## config.mk

```make
export PLATFORM = sky130hd
export DESIGN_NAME = dcc_top
export DESIGN_NICKNAME = d
export VERILOG_FILES = /design/src/hdl/dcc_pkg.sv /design/src/hdl/dcc_top.sv
export SDC_FILE = /design/constraint.sdc
export NUM_CORES = 1
export LEC_CHECK = 0
export ABC_AREA = 0
export CORE_MARGIN = 2
export CORE_UTILIZATION = 65
export DETAILED_ROUTE_END_ITERATION = 8
export DONT_BUFFER_PORTS = 1
export MAX_ROUTING_LAYER = met4
export PLACE_DENSITY = 0.91
export SLEW_MARGIN = 20
export SYNTH_ARGS = -nofsm -noshare
export SYNTH_HDL_FRONTEND = slang
export SYNTH_SLANG_ARGS = --single-unit
export TNS_END_PERCENT = 50
```

## constraint.sdc

```tcl
create_clock -name clk -period 5.4 [get_ports clk]
set_input_delay 0.54 -clock clk [delete_from_list [all_inputs] [get_ports clk]]
set_output_delay 0.54 -clock clk [all_outputs]
set_load 0.03 [all_outputs]
```

## src/hdl/dcc_pkg.sv

```systemverilog
// constants, types and helpers for the dma channel control and checksum input block
// What this block does
// every channel control b access goes to the channel named by the selected channel index.
// command 0 does nothing, 1 suspends, 2 resumes, 3 is reserved.
// the command field is writable while enabled; other channel control b fields lock then.
// trigger action 0 means one trigger per block transfer; code 1 is reserved.
// a 32-bit read/write checksum input word resets to zero and feeds the checksum.
// the new checksum is valid beat-size plus one cycles after the input word is written.
// a reserved command or trigger action code leaves the channel state unchanged.
package dcc_pkg;
  // ****************************************
  // register map
  // ****************************************
  localparam logic [7:0] OFF_CTRL = 8'h00;
  localparam logic [7:0] OFF_CRC_IN = 8'h04;
  localparam logic [7:0] OFF_CRC_SUM = 8'h08;
  localparam logic [7:0] OFF_STATUS = 8'h0C;
  localparam logic [7:0] OFF_CHAN_SEL = 8'h3C;
  localparam logic [7:0] OFF_CHAN_CTRL_B = 8'h44;
  // ****************************************
  // field positions
  // ****************************************
  localparam int CTRL_EN_BIT = 1;
  localparam int CTRL_BEAT_LO = 2;
  localparam int CMD_LO = 24;
  localparam int TRIG_LO = 22;
  localparam int SRC_LO = 8;
  localparam int LVL_LO = 5;
  localparam int EVOE_BIT = 4;
  localparam int EVIE_BIT = 3;
  localparam int EVACT_LO = 0;
  localparam int STAT_BUSY_BIT = 0;
  // ****************************************
  // reset values and codes
  // ****************************************
  localparam logic [31:0] CRC_IN_RST = 32'h0000_0000;
  localparam logic [31:0] CRC_SEED = 32'hFFFF_FFFF;
  localparam logic [31:0] CRC_POLY = 32'h04C1_1DB7;
  localparam logic [31:0] UNMAPPED_RD = 32'h0000_0000;
  localparam logic [1:0] BEAT_RST = 2'h0;
  localparam logic [1:0] CMD_IDLE = 2'h0;
  localparam logic [1:0] CMD_SUSPEND = 2'h1;
  localparam logic [1:0] CMD_RESUME = 2'h2;
  localparam logic [1:0] TRIG_BLOCK = 2'h0;
  localparam logic [1:0] TRIG_RSVD = 2'h1;

  typedef struct packed {
    logic [1:0] trigger_consume_action;
    logic [5:0] trig_src;
    logic [1:0] prio_lvl;
    logic ev_out_en;
    logic ev_in_en;
    logic [2:0] ev_action;
  } dcc_cfg_t;

  localparam dcc_cfg_t CFG_RST = '0;

  typedef struct packed {
    logic read;
    logic write;
    logic [7:0] address;
    logic [31:0] writedata;
    logic [3:0] byteenable;
  } dcc_avl_req_t;

  typedef enum logic {BS_IDLE, BS_ACK} dcc_bus_st_t;

  function automatic logic [31:0] dcc_be_merge(input logic [31:0] old_v,
      input logic [31:0] new_v, input logic [3:0] be);
    logic [31:0] r;
    r = old_v;
    for (int i = 0; i < 4; i++) begin
      if (be[i]) begin
        r[8*i +: 8] = new_v[8*i +: 8];
      end
    end
    return r;
  endfunction

  function automatic logic [31:0] dcc_crc_step(input logic [31:0] c, input logic [31:0] d);
    logic [31:0] r;
    r = c;
    for (int i = 31; i >= 0; i--) begin
      r = (r[31] ^ d[i]) ? ((r << 1) ^ CRC_POLY) : (r << 1);
    end
    return r;
  endfunction
endpackage

```

## src/hdl/dcc_top.sv

```systemverilog
// dma channel control b register bank and checksum input unit behind avalon-mm
`timescale 1ns/1ns
`default_nettype none
module dcc_top #(
  parameter int CH = 4
) (
  input wire logic clk,
  input wire logic rstn,
  input wire dcc_pkg::dcc_avl_req_t avl_req,
  output logic [31:0] avl_readdata,
  output logic avl_waitrequest,
  output logic ctrl_enable,
  output logic [CH-1:0] ch_suspended,
  output dcc_pkg::dcc_cfg_t [CH-1:0] ch_cfg,
  output logic [31:0] crc_sum,
  output logic crc_valid
);
  localparam int IW = (CH > 1) ? $clog2(CH) : 1;

  // ****************************************
  // bus slave
  // ****************************************
  dcc_pkg::dcc_bus_st_t bs_r;
  dcc_pkg::dcc_bus_st_t bs_nxt;
  logic [31:0] rdata_r;
  logic wait_r;
  logic [31:0] rd_mux;

  wire req_any = avl_req.read | avl_req.write;
  wire commit = (bs_r == dcc_pkg::BS_ACK) & avl_req.write;
  wire [3:0] be = avl_req.byteenable;
  wire [31:0] wd = avl_req.writedata;
  wire hit_ctrl = avl_req.address == dcc_pkg::OFF_CTRL;
  wire hit_crc = avl_req.address == dcc_pkg::OFF_CRC_IN;
  wire hit_sum = avl_req.address == dcc_pkg::OFF_CRC_SUM;
  wire hit_stat = avl_req.address == dcc_pkg::OFF_STATUS;
  wire hit_chid = avl_req.address == dcc_pkg::OFF_CHAN_SEL;
  wire hit_cb = avl_req.address == dcc_pkg::OFF_CHAN_CTRL_B;

  always_comb begin
    bs_nxt = bs_r;
    case (bs_r)
      dcc_pkg::BS_IDLE: begin
        if (req_any) begin
          bs_nxt = dcc_pkg::BS_ACK;
        end
      end
      dcc_pkg::BS_ACK: bs_nxt = dcc_pkg::BS_IDLE;
      default: bs_nxt = dcc_pkg::BS_IDLE;
    endcase
  end

  // one wait cycle, then a single-cycle answer; read data is captured with it
  always_ff @(posedge clk or negedge rstn) begin
    if (!rstn) begin
      bs_r <= dcc_pkg::BS_IDLE;
      wait_r <= 1'b1;
      rdata_r <= dcc_pkg::UNMAPPED_RD;
    end else begin
      bs_r <= bs_nxt;
      wait_r <= !(bs_r == dcc_pkg::BS_IDLE && req_any);
      if (bs_r == dcc_pkg::BS_IDLE && avl_req.read) begin
        rdata_r <= rd_mux;
      end
    end
  end

  // ****************************************
  // control and channel index
  // ****************************************
  logic en_r;
  logic [1:0] beat_r;
  logic [IW-1:0] chid_r;
  wire [31:0] ctrl_rd = {28'h0, beat_r, en_r, 1'b0};
  wire [31:0] ctrl_new = dcc_pkg::dcc_be_merge(ctrl_rd, wd, be);
  wire [31:0] chid_new = dcc_pkg::dcc_be_merge({{(32-IW){1'b0}}, chid_r}, wd, be);

  always_ff @(posedge clk or negedge rstn) begin
    if (!rstn) begin
      en_r <= 1'b0;
      beat_r <= dcc_pkg::BEAT_RST;
      chid_r <= '0;
    end else begin
      if (commit && hit_ctrl) begin
        en_r <= ctrl_new[dcc_pkg::CTRL_EN_BIT];
        beat_r <= ctrl_new[dcc_pkg::CTRL_BEAT_LO +: 2];
      end
      if (commit && hit_chid) begin
        chid_r <= chid_new[IW-1:0];
      end
    end
  end

  // ****************************************
  // channel control b
  // ****************************************
  dcc_pkg::dcc_cfg_t [CH-1:0] cfg_r;
  logic [CH-1:0] susp_r;

  // selected channel view
  wire dcc_pkg::dcc_cfg_t sel_cfg = cfg_r[chid_r];
  wire [31:0] cb_rd = {6'h0, dcc_pkg::CMD_IDLE, sel_cfg.trigger_consume_action, 6'h0,
    2'h0, sel_cfg.trig_src, 1'b0, sel_cfg.prio_lvl, sel_cfg.ev_out_en,
    sel_cfg.ev_in_en, sel_cfg.ev_action};
  wire [31:0] cb_new = dcc_pkg::dcc_be_merge(cb_rd, wd, be);
  wire [1:0] cmd_w = cb_new[dcc_pkg::CMD_LO +: 2];
  wire [1:0] trig_w = cb_new[dcc_pkg::TRIG_LO +: 2];
  wire cb_wr = commit & hit_cb;
  // only the command lane gets through while enabled
  wire cfg_wr = cb_wr & !en_r;
  wire cmd_wr = cb_wr & be[3];
  // reserved trigger action keeps the old one
  wire trig_ok = trig_w != dcc_pkg::TRIG_RSVD;

  // the command field self-clears, so it always reads as the idle code
  generate
    for (genvar c = 0; c < CH; c++) begin : g_ch
      wire sel = chid_r == IW'(c);
      always_ff @(posedge clk or negedge rstn) begin
        if (!rstn) begin
          cfg_r[c] <= dcc_pkg::CFG_RST;
          susp_r[c] <= 1'b0;
        end else begin
          // locked fields, selected channel only
          if (cfg_wr && sel) begin
            if (trig_ok) begin
              cfg_r[c].trigger_consume_action <= trig_w;
            end
            cfg_r[c].trig_src <= cb_new[dcc_pkg::SRC_LO +: 6];
            cfg_r[c].prio_lvl <= cb_new[dcc_pkg::LVL_LO +: 2];
            cfg_r[c].ev_out_en <= cb_new[dcc_pkg::EVOE_BIT];
            cfg_r[c].ev_in_en <= cb_new[dcc_pkg::EVIE_BIT];
            cfg_r[c].ev_action <= cb_new[dcc_pkg::EVACT_LO +: 3];
          end
          // suspend and resume, reserved code ignored
          if (cmd_wr && sel) begin
            if (cmd_w == dcc_pkg::CMD_SUSPEND) begin
              susp_r[c] <= 1'b1;
            end else if (cmd_w == dcc_pkg::CMD_RESUME) begin
              susp_r[c] <= 1'b0;
            end
          end
        end
      end
    end
  endgenerate

  // ****************************************
  // checksum input
  // ****************************************
  logic [31:0] crc_in_r;
  logic [31:0] pend_r;
  logic [31:0] sum_r;
  logic [2:0] cnt_r;
  logic valid_r;
  wire [31:0] crc_new = dcc_pkg::dcc_be_merge(crc_in_r, wd, be);
  wire crc_wr = commit & hit_crc;

  // latency counter loads beat plus one; a new write restarts it
  always_ff @(posedge clk or negedge rstn) begin
    if (!rstn) begin
      crc_in_r <= dcc_pkg::CRC_IN_RST;
      pend_r <= dcc_pkg::CRC_SEED;
      sum_r <= dcc_pkg::CRC_SEED;
      cnt_r <= 3'h0;
      valid_r <= 1'b0;
    end else begin
      valid_r <= 1'b0;
      if (crc_wr) begin
        crc_in_r <= crc_new;
        pend_r <= dcc_pkg::dcc_crc_step(pend_r, crc_new);
        cnt_r <= {1'b0, beat_r} + 3'h1;
      end else if (cnt_r == 3'h1) begin
        cnt_r <= 3'h0;
        sum_r <= pend_r;
        valid_r <= 1'b1;
      end else if (cnt_r != 3'h0) begin
        cnt_r <= cnt_r - 3'h1;
      end
    end
  end

  // ****************************************
  // read mux and outputs
  // ****************************************
  wire [31:0] stat_rd = {31'h0, cnt_r != 3'h0};
  assign rd_mux = hit_ctrl ? ctrl_rd :
                  hit_crc ? crc_in_r :
                  hit_sum ? sum_r :
                  hit_stat ? stat_rd :
                  hit_chid ? {{(32-IW){1'b0}}, chid_r} :
                  hit_cb ? cb_rd : dcc_pkg::UNMAPPED_RD;

  assign avl_readdata = rdata_r;
  assign avl_waitrequest = wait_r;
  assign ctrl_enable = en_r;
  assign ch_suspended = susp_r;
  assign ch_cfg = cfg_r;
  assign crc_sum = sum_r;
  assign crc_valid = valid_r;

  // ****************************************
  // checks
  // ****************************************
  logic [3:0] since_r;
  logic [1:0] beat_lat_r;
  always_ff @(posedge clk or negedge rstn) begin
    if (!rstn) begin
      since_r <= 4'h0;
      beat_lat_r <= 2'h0;
    end else if (crc_wr) begin
      since_r <= 4'h1;
      beat_lat_r <= beat_r;
    end else if (since_r != 4'hF) begin
      since_r <= since_r + 4'h1;
    end
  end

  a_chid_route: assert property (@(posedge clk) disable iff (!rstn)
    cfg_wr && be[1] |=> cfg_r[$past(chid_r)].trig_src == $past(wd[13:8]))
    else $error("config write missed the selected channel");
  a_cmd_suspend: assert property (@(posedge clk) disable iff (!rstn)
    cmd_wr && wd[25:24] == 2'h1 |=> susp_r[$past(chid_r)])
    else $error("suspend command not applied");
  a_cmd_resume: assert property (@(posedge clk) disable iff (!rstn)
    cmd_wr && wd[25:24] == 2'h2 |=> !susp_r[$past(chid_r)])
    else $error("resume command not applied");
  a_lock_fields: assert property (@(posedge clk) disable iff (!rstn)
    cb_wr && en_r |=> $stable(cfg_r))
    else $error("locked field changed while enabled");
  a_trig_block: assert property (@(posedge clk) disable iff (!rstn)
    cfg_wr && be[2] && wd[23:22] == 2'h0 |=>
    cfg_r[$past(chid_r)].trigger_consume_action == 2'h0)
    else $error("block trigger action not stored");
  a_crc_store: assert property (@(posedge clk) disable iff (!rstn)
    crc_wr && be == 4'hF |=> crc_in_r == $past(wd))
    else $error("checksum input word not stored");
  a_crc_latency: assert property (@(posedge clk) disable iff (!rstn)
    valid_r |-> since_r == {2'h0, beat_lat_r} + 4'h2)
    else $error("checksum valid at wrong cycle");
  a_rsvd_cmd: assert property (@(posedge clk) disable iff (!rstn)
    cmd_wr && wd[25:24] == 2'h3 |=> $stable(susp_r))
    else $error("reserved command changed channel state");
  a_rsvd_trig: assert property (@(posedge clk) disable iff (!rstn)
    cfg_wr && be[2] && wd[23:22] == 2'h1 |=>
    cfg_r[$past(chid_r)].trigger_consume_action == $past(sel_cfg.trigger_consume_action))
    else $error("reserved trigger action was stored");
endmodule
`default_nettype wire

```

==> results by group, run 1 <==
Global route
  – GR Overflow Total: 0
  – Initial antenna violation count: 1
  – Largest net degree at the start of global routing: 204
  – Vias in the first global route: 7928
  – GRT Total Usage: 0.321
  – Global-route wire length before repair: 47400 microns

Setup path
  – R2R cell count: 10
  – Worst R2R Start: crc_in_r[29]
  – CP startpoint kind: flop
  – Critical Path End Type: flop
  – Worst reg2reg setup slack: 1070 ps
  – Critical path type: flop to flop
  – CP Data Required Time: 5800 ps
  – WP data arrival: 4740 ps
  – Critical path fanouts, max: 7
  – Reg-to-Reg End: pend_r[10]

Clocking
  – Total CTS buffers: 21
  – Clk sink count: 203
  – H-tree Lvls: 1
  – PostCTS Resize Cnt: 0
  – CTS tree: yes
  – Worst-Skew Late Latency: 500 ps
  – Root Buffer: clkbuf_16
  – Setup bufs post-CTS: 0
  – Clk slew on worst S/H paths: 60 ps
  – CTS max path bufs: 3

Floorplanning
  – Die H: 141 microns
  – Chip Width: 141 microns
  – Core area: 18500 sq um
  – Initial Util: 0.657
  – IO Count: 179
  – Row count: 50
  – Die area: 19800 sq um

Place
  – Gpl congestion: 0.947
  – Number of buffers added on ports: 0
  – Post-DP HPWL: 22300 microns

Finish
  – Sequential Area: 5160 sq um
  – Util after Layout: 0.705
  – Fillers: 1254
  – Area grow syn2layout: 7.29%
  – Layout net count: 1022
  – Layout cells sized above 1: 0.248
  – Area occupied by multi-input gates: 6820 sq um

Yosys
  – Cell Area, Synth: 12200 sq um
  – Synth top area share: 0.284
  – Ys Warns: 0
  – Synth Instances: 987
  – Cell taking the most area after synthesis: dfrtp_1
  – Sequential fraction of the synthesis area: 0.424
  – Synthesized area per cell: 12.3 sq um
  – Post-synthesis async set-or-reset flop share: 1.00
  – Synth Register Bits: 203
  – EDFF count, synth: 0
  – Net count after synthesis: 1040
  – Synth area leaders: dfrtp_1, dfstp_2, xnor2_1
  – Synth cell types: 50
  – Top_reg_cell synth: dfrtp_1

STA
  – Worst relative slew slack: 0.316
  – Final-report hold violation count: 0
  – Final setup TNS: 0 ps
  – Clock skew: 15.2 ps
  – Worst Tran Pin Value: 1030 ps
  – RSZ-0062 raised after global routing: false
  – Fin crit share: 0.802
  – Setup-failing EPs final: 0
  – Max Fclk: 0.231 GHz
  – Max Transition Viols Final: 0
  – Fin crit period: 4330 ps

Detailed routing
  – DRC violations left: 0
  – TritonRoute pass-1 iters: 7
  – Total Wirelength: 30800 microns
  – Routed vias/inst: 6.48
  – Antenna Nets Post-Route: 0
  – DR iter-0 viols: 859
  – WL/cell: 25.3 microns
  – Via count: 7889

Run status
  – Status: finished, final reports clean

Flow run
  – Max Cap Violations: 0

Min path
  – Min-delay worst type: primary input to async pin
## worst max-delay path by stage
stage	slack, ps	to	start
2_1_floorplan	1300	pend_r[23]	avl_req[3]
3_5_place_dp	850	pend_r[10]	avl_req[3]
4_1_cts	1000	pend_r[10]	crc_in_r[29]
6_report	1070	pend_r[10]	crc_in_r[29]
3_3_place_gp	980	pend_r[10]	avl_req[3]
5_1_grt	830	pend_r[10]	crc_in_r[29]
## final cells by class
class | count | share of cell area
repair buffers | 8 | 0.00671
diodes | 1 | 0.000192
clock buffers | 30 | 0.0467
inverters | 7 | 0.00201
well taps | 234 | 0.0224
flip-flops and latches | 203 | 0.395
clock inverters | 6 | 0.00422
multi-input cells | 728 | 0.523
## state kept, by name, indices dropped and copies added (netlist names)
name	count
avl_readdata	32
avl_waitrequest	1
beat_r	2
bs_r	1
ch_cfg	60
ch_suspended	4
chid_r	2
cnt_r	3
crc_in_r	32
crc_sum	32
crc_valid	1
ctrl_enable	1
pend_r	32
## worst max-delay path, stage by stage, from the launching register on
cell and delay, ps:
dfrtp_1 360, mux2i_1 110, xnor2_2 490, xor2_1 290
xnor2_1 570, xnor3_1 580, xnor2_2 460, xnor3_2 640
xnor3_1 420, xnor2_1 140, o21ai_0 190
## kinds of logic (layout without fill, tap and decap cells)
kind of cell | after synthesis | in the layout | synth area share
buffers and inverters | 56 | 51 | 0.0182
XOR/XNOR | 258 | 258 | 0.278
other | 0 | 1 | 0
adder cells (fa/ha/maj) | 5 | 5 | 0.00514
multiplexers | 141 | 141 | 0.141
flip-flops | 203 | 203 | 0.424
AO/OA/AOI/OAI | 166 | 166 | 0.0802
AND/OR/NAND/NOR | 158 | 158 | 0.0540
## synth_stat cells (all sizes together), types with 3 or more instances
library cell / n
xor3: 8
xor2: 64
xnor2: 142
clkbuf: 43
buf: 6
a222oi: 12
mux4: 15
nor2: 15
nor3: 3
a22oi: 18
o22a: 4
dfrtp: 138
nor3b: 3
dfstp: 65
inv: 7
nand3: 3
mux2i: 47
xnor3: 44
a221oi: 3
nand2: 121
o21ai: 119
ha: 5
mux2: 79
a21oi: 5
## routing by layer
metal / global-route usage / vias to the layer above / wire length [microns]
li1: - / 3416 / -
met1: 0.427 / 3944 / 12200
met2: 0.500 / 446 / 14500
met3: 0.0832 / 83 / 3190
met4: 0.0842 / 0 / 933
met5: - / - / 0
## what timing repair did
action,4_1_cts,5_1_grt
hold endpoints to repair,203,0
hold buffers,1,0
endpoints found under the setup margin,0,0
## placed cells by master, fill, tap and decap left out, types with 3 or more instances in the layout
cell and n:
xor3_1 6, o22a_1 4, mux2i_1 45, mux2_2 79
xor2_4 3, nor2_1 13, xnor2_1 120, xor2_1 54
a222oi_1 12, a221oi_1 3, clkbuf_8 5, mux4_2 15
ha_1 5, nand2_1 121, xnor2_4 10, o21ai_1 5
xnor3_1 41, buf_4 6, inv_1 7, a21oi_1 5
a22oi_1 18, clkbuf_16 21, clkbuf_1 4, o21ai_0 114
dfrtp_1 138, xor2_2 7, xnor3_2 3, nor3_1 3
xnor2_2 12, dfstp_2 65, clkinv_2 5
## per-stage QoR
stage,hold WS [ps],setup WS (ps),area (sq um),cells
after global routing,187,825,13100,1217
after detailed placement,250,847,12300,1178
after global placement,252,984,12300,1178
final,127,1070,13100,1217
after floorplan,244,1300,12200,987
after CTS,182,1000,13000,1215
Power of run 1 is left out: the tool's default activity adds up to more than one toggle a clock period on the data nets, which glitch-free logic cannot reach.
==> run 2, diff against run 1 <==
clock period = 4.5 ns   (was 5.4 ns; I/O delays follow)
==> run 2 against run 1 <==
The run now ends with negative hold slack left. Critical path depth unchanged. Design area is 0.97% higher. Wire length is 4.7% higher. Utilization grew 0.68 points. Largest cell class unchanged.
==> results by group, run 2 (synthesis gave the netlist of run 1 again) <==
Clocking
  – Clk sink count: 203
  – H-tree Lvls: 1
  – Total CTS buffers: 22
  – Clk slew on worst S/H paths: 60 ps
  – CTS tree: yes
  – Setup bufs post-CTS: 0
  – Root Buffer: clkbuf_16
  – PostCTS Resize Cnt: 0
  – CTS max path bufs: 3
  – Worst-Skew Late Latency: 500 ps

STA
  – Fin crit period: 4120 ps
  – Final setup TNS: 0 ps
  – RSZ-0062 raised after global routing: false
  – Max Fclk: 0.243 GHz
  – Setup-failing EPs final: 0
  – Max Transition Viols Final: 0
  – Final-report hold violation count: 203
  – Fin crit share: 0.916
  – Worst hold slack: -357 ps
  – Clock skew: 8.47 ps
  – Worst relative slew slack: 0.296
  – Worst Tran Pin Value: 1060 ps

Finish
  – Area occupied by multi-input gates: 6820 sq um
  – Most frequent cells in the layout: dfrtp_1, nand2_1, xnor2_1, o21ai_0, mux2_2
  – Max FFs per register: 60
  – Layout cells sized above 1: 0.258
  – Sequential Area: 5160 sq um
  – Layout net count: 1039
  – Most common cell after layout, fill and taps aside: dfrtp_1
  – Area grow syn2layout: 8.33%
  – Fillers: 1194

Setup path
  – Slowest cell on the critical path: xor3_2
  – Cells along the critical path: mux2i_1 -> xnor2_1 -> xnor2_2 -> xor3_2 -> xor3_2 -> xnor3_2 -> xnor2_4 -> xnor2_4 -> xnor3_1 -> mux2_2
  – CP Data Required Time: 4930 ps
  – Worst path max stage delay: 600 ps
  – Critical path fanouts, max: 6
  – CP startpoint kind: flop
  – Critical path type: flop to flop
  – Critical Path End Type: flop
  – Worst R2R Start: crc_in_r[22]
  – WP data arrival: 4550 ps
  – Worst Setup SP: crc_in_r[22]

Global route
  – Largest net degree at the start of global routing: 204
  – M3 GR Usage: 0.0808
  – GRT Total Usage: 0.339
  – Global routing usage on met2: 0.536
  – Global-route wire length before repair: 49700 microns
  – Gr busiest metal: met2
  – Initial antenna violation count: 1
  – M1 GR Usage: 0.450
  – Vias in the first global route: 8193
  – GR Overflow Total: 0

Run status
  – Status: finished, violations left
  – Failing checks: negative hold slack

Detailed routing
  – DRC violations left: 0
  – Total Wirelength: 32200 microns
  – DR iter-0 viols: 974
  – WL/cell: 26.1 microns
  – Antenna Nets Post-Route: 0
  – TritonRoute pass-1 iters: 8
  – Via count: 8006
  – Routed vias/inst: 6.47

Place
  – Gpl congestion: 0.986
  – Number of buffers added on ports: 0
  – Post-DP HPWL: 23000 microns

Min path
  – Min-delay worst type: primary input to async pin

Floorplanning
  – Initial Util: 0.657
  – IO Count: 179
  – Row count: 50
  – Die H: 141 microns
  – Core area: 18500 sq um
  – Die area: 19800 sq um
  – Chip Width: 141 microns

Flow run
  – Max Cap Violations: 0
[run 2: cell types whose count changed in the layout (fill, tap and decap cells not counted), sizes merged]
| cell | before | now |
|---|---|---|
| clkbuf | 30 | 35 |
| clkinvlp | 0 | 2 |
| clkinv | 5 | 2 |
| buf | 8 | 24 |
[run 2: final cells by class]
cell class,count,area share
Timing Repair Buffer,24,0.0137
Antenna cell,1,0.000190
Tap cell,234,0.0222
Sequential cell,203,0.391
Clock buffer,35,0.0493
Clock inverter,5,0.00418
Inverter,7,0.00199
Multi-Input combinational cell,728,0.517
[run 2: path summary, 6_finish.rpt]
kind | endpoint | slack [ps] | depth (start not counted)
setup / recovery | pend_r[23] | 380 | 10
hold / removal | ch_suspended[3] | -360 | 0
setup reg to reg | pend_r[23] | 380 | 10
hold reg to reg | pend_r[11] | 490 | 2
max in group asynchronous | pend_r[14] | 4520 | 0
min in group clk | crc_in_r[16] | 90 | 1
[run 2: routing by layer]
metal	up-vias	wire length, microns	share of wire
li1	3443	-	-
met1	4027	12700	0.39
met2	456	15600	0.48
met3	80	3070	0.095
met4	0	903	0.028
met5	-	0	0
[run 2: per-stage QoR]
stage               hold slack [ps]  setup slack, ps  area [sq um]  cells  utilization
floorplan                       154              487         12200    987            -
global placement                160              307         12500   1196        0.673
detailed placement              160              337         12500   1196        0.673
CTS                            -370              400         13200   1236        0.712
global route                   -376              209         13200   1237        0.712
finish                         -357              379         13200   1237        0.712
[run 2: worst max-delay path: cells and delay by family, from the launching register on]
| kind | cells | cell delay, ps |
|---|---|---|
| xor gates and xnor gates | 8 | 3280 |
| DFF | 1 | 380 |
| muxes | 2 | 380 |
Power of run 2 is left out for the same reason.
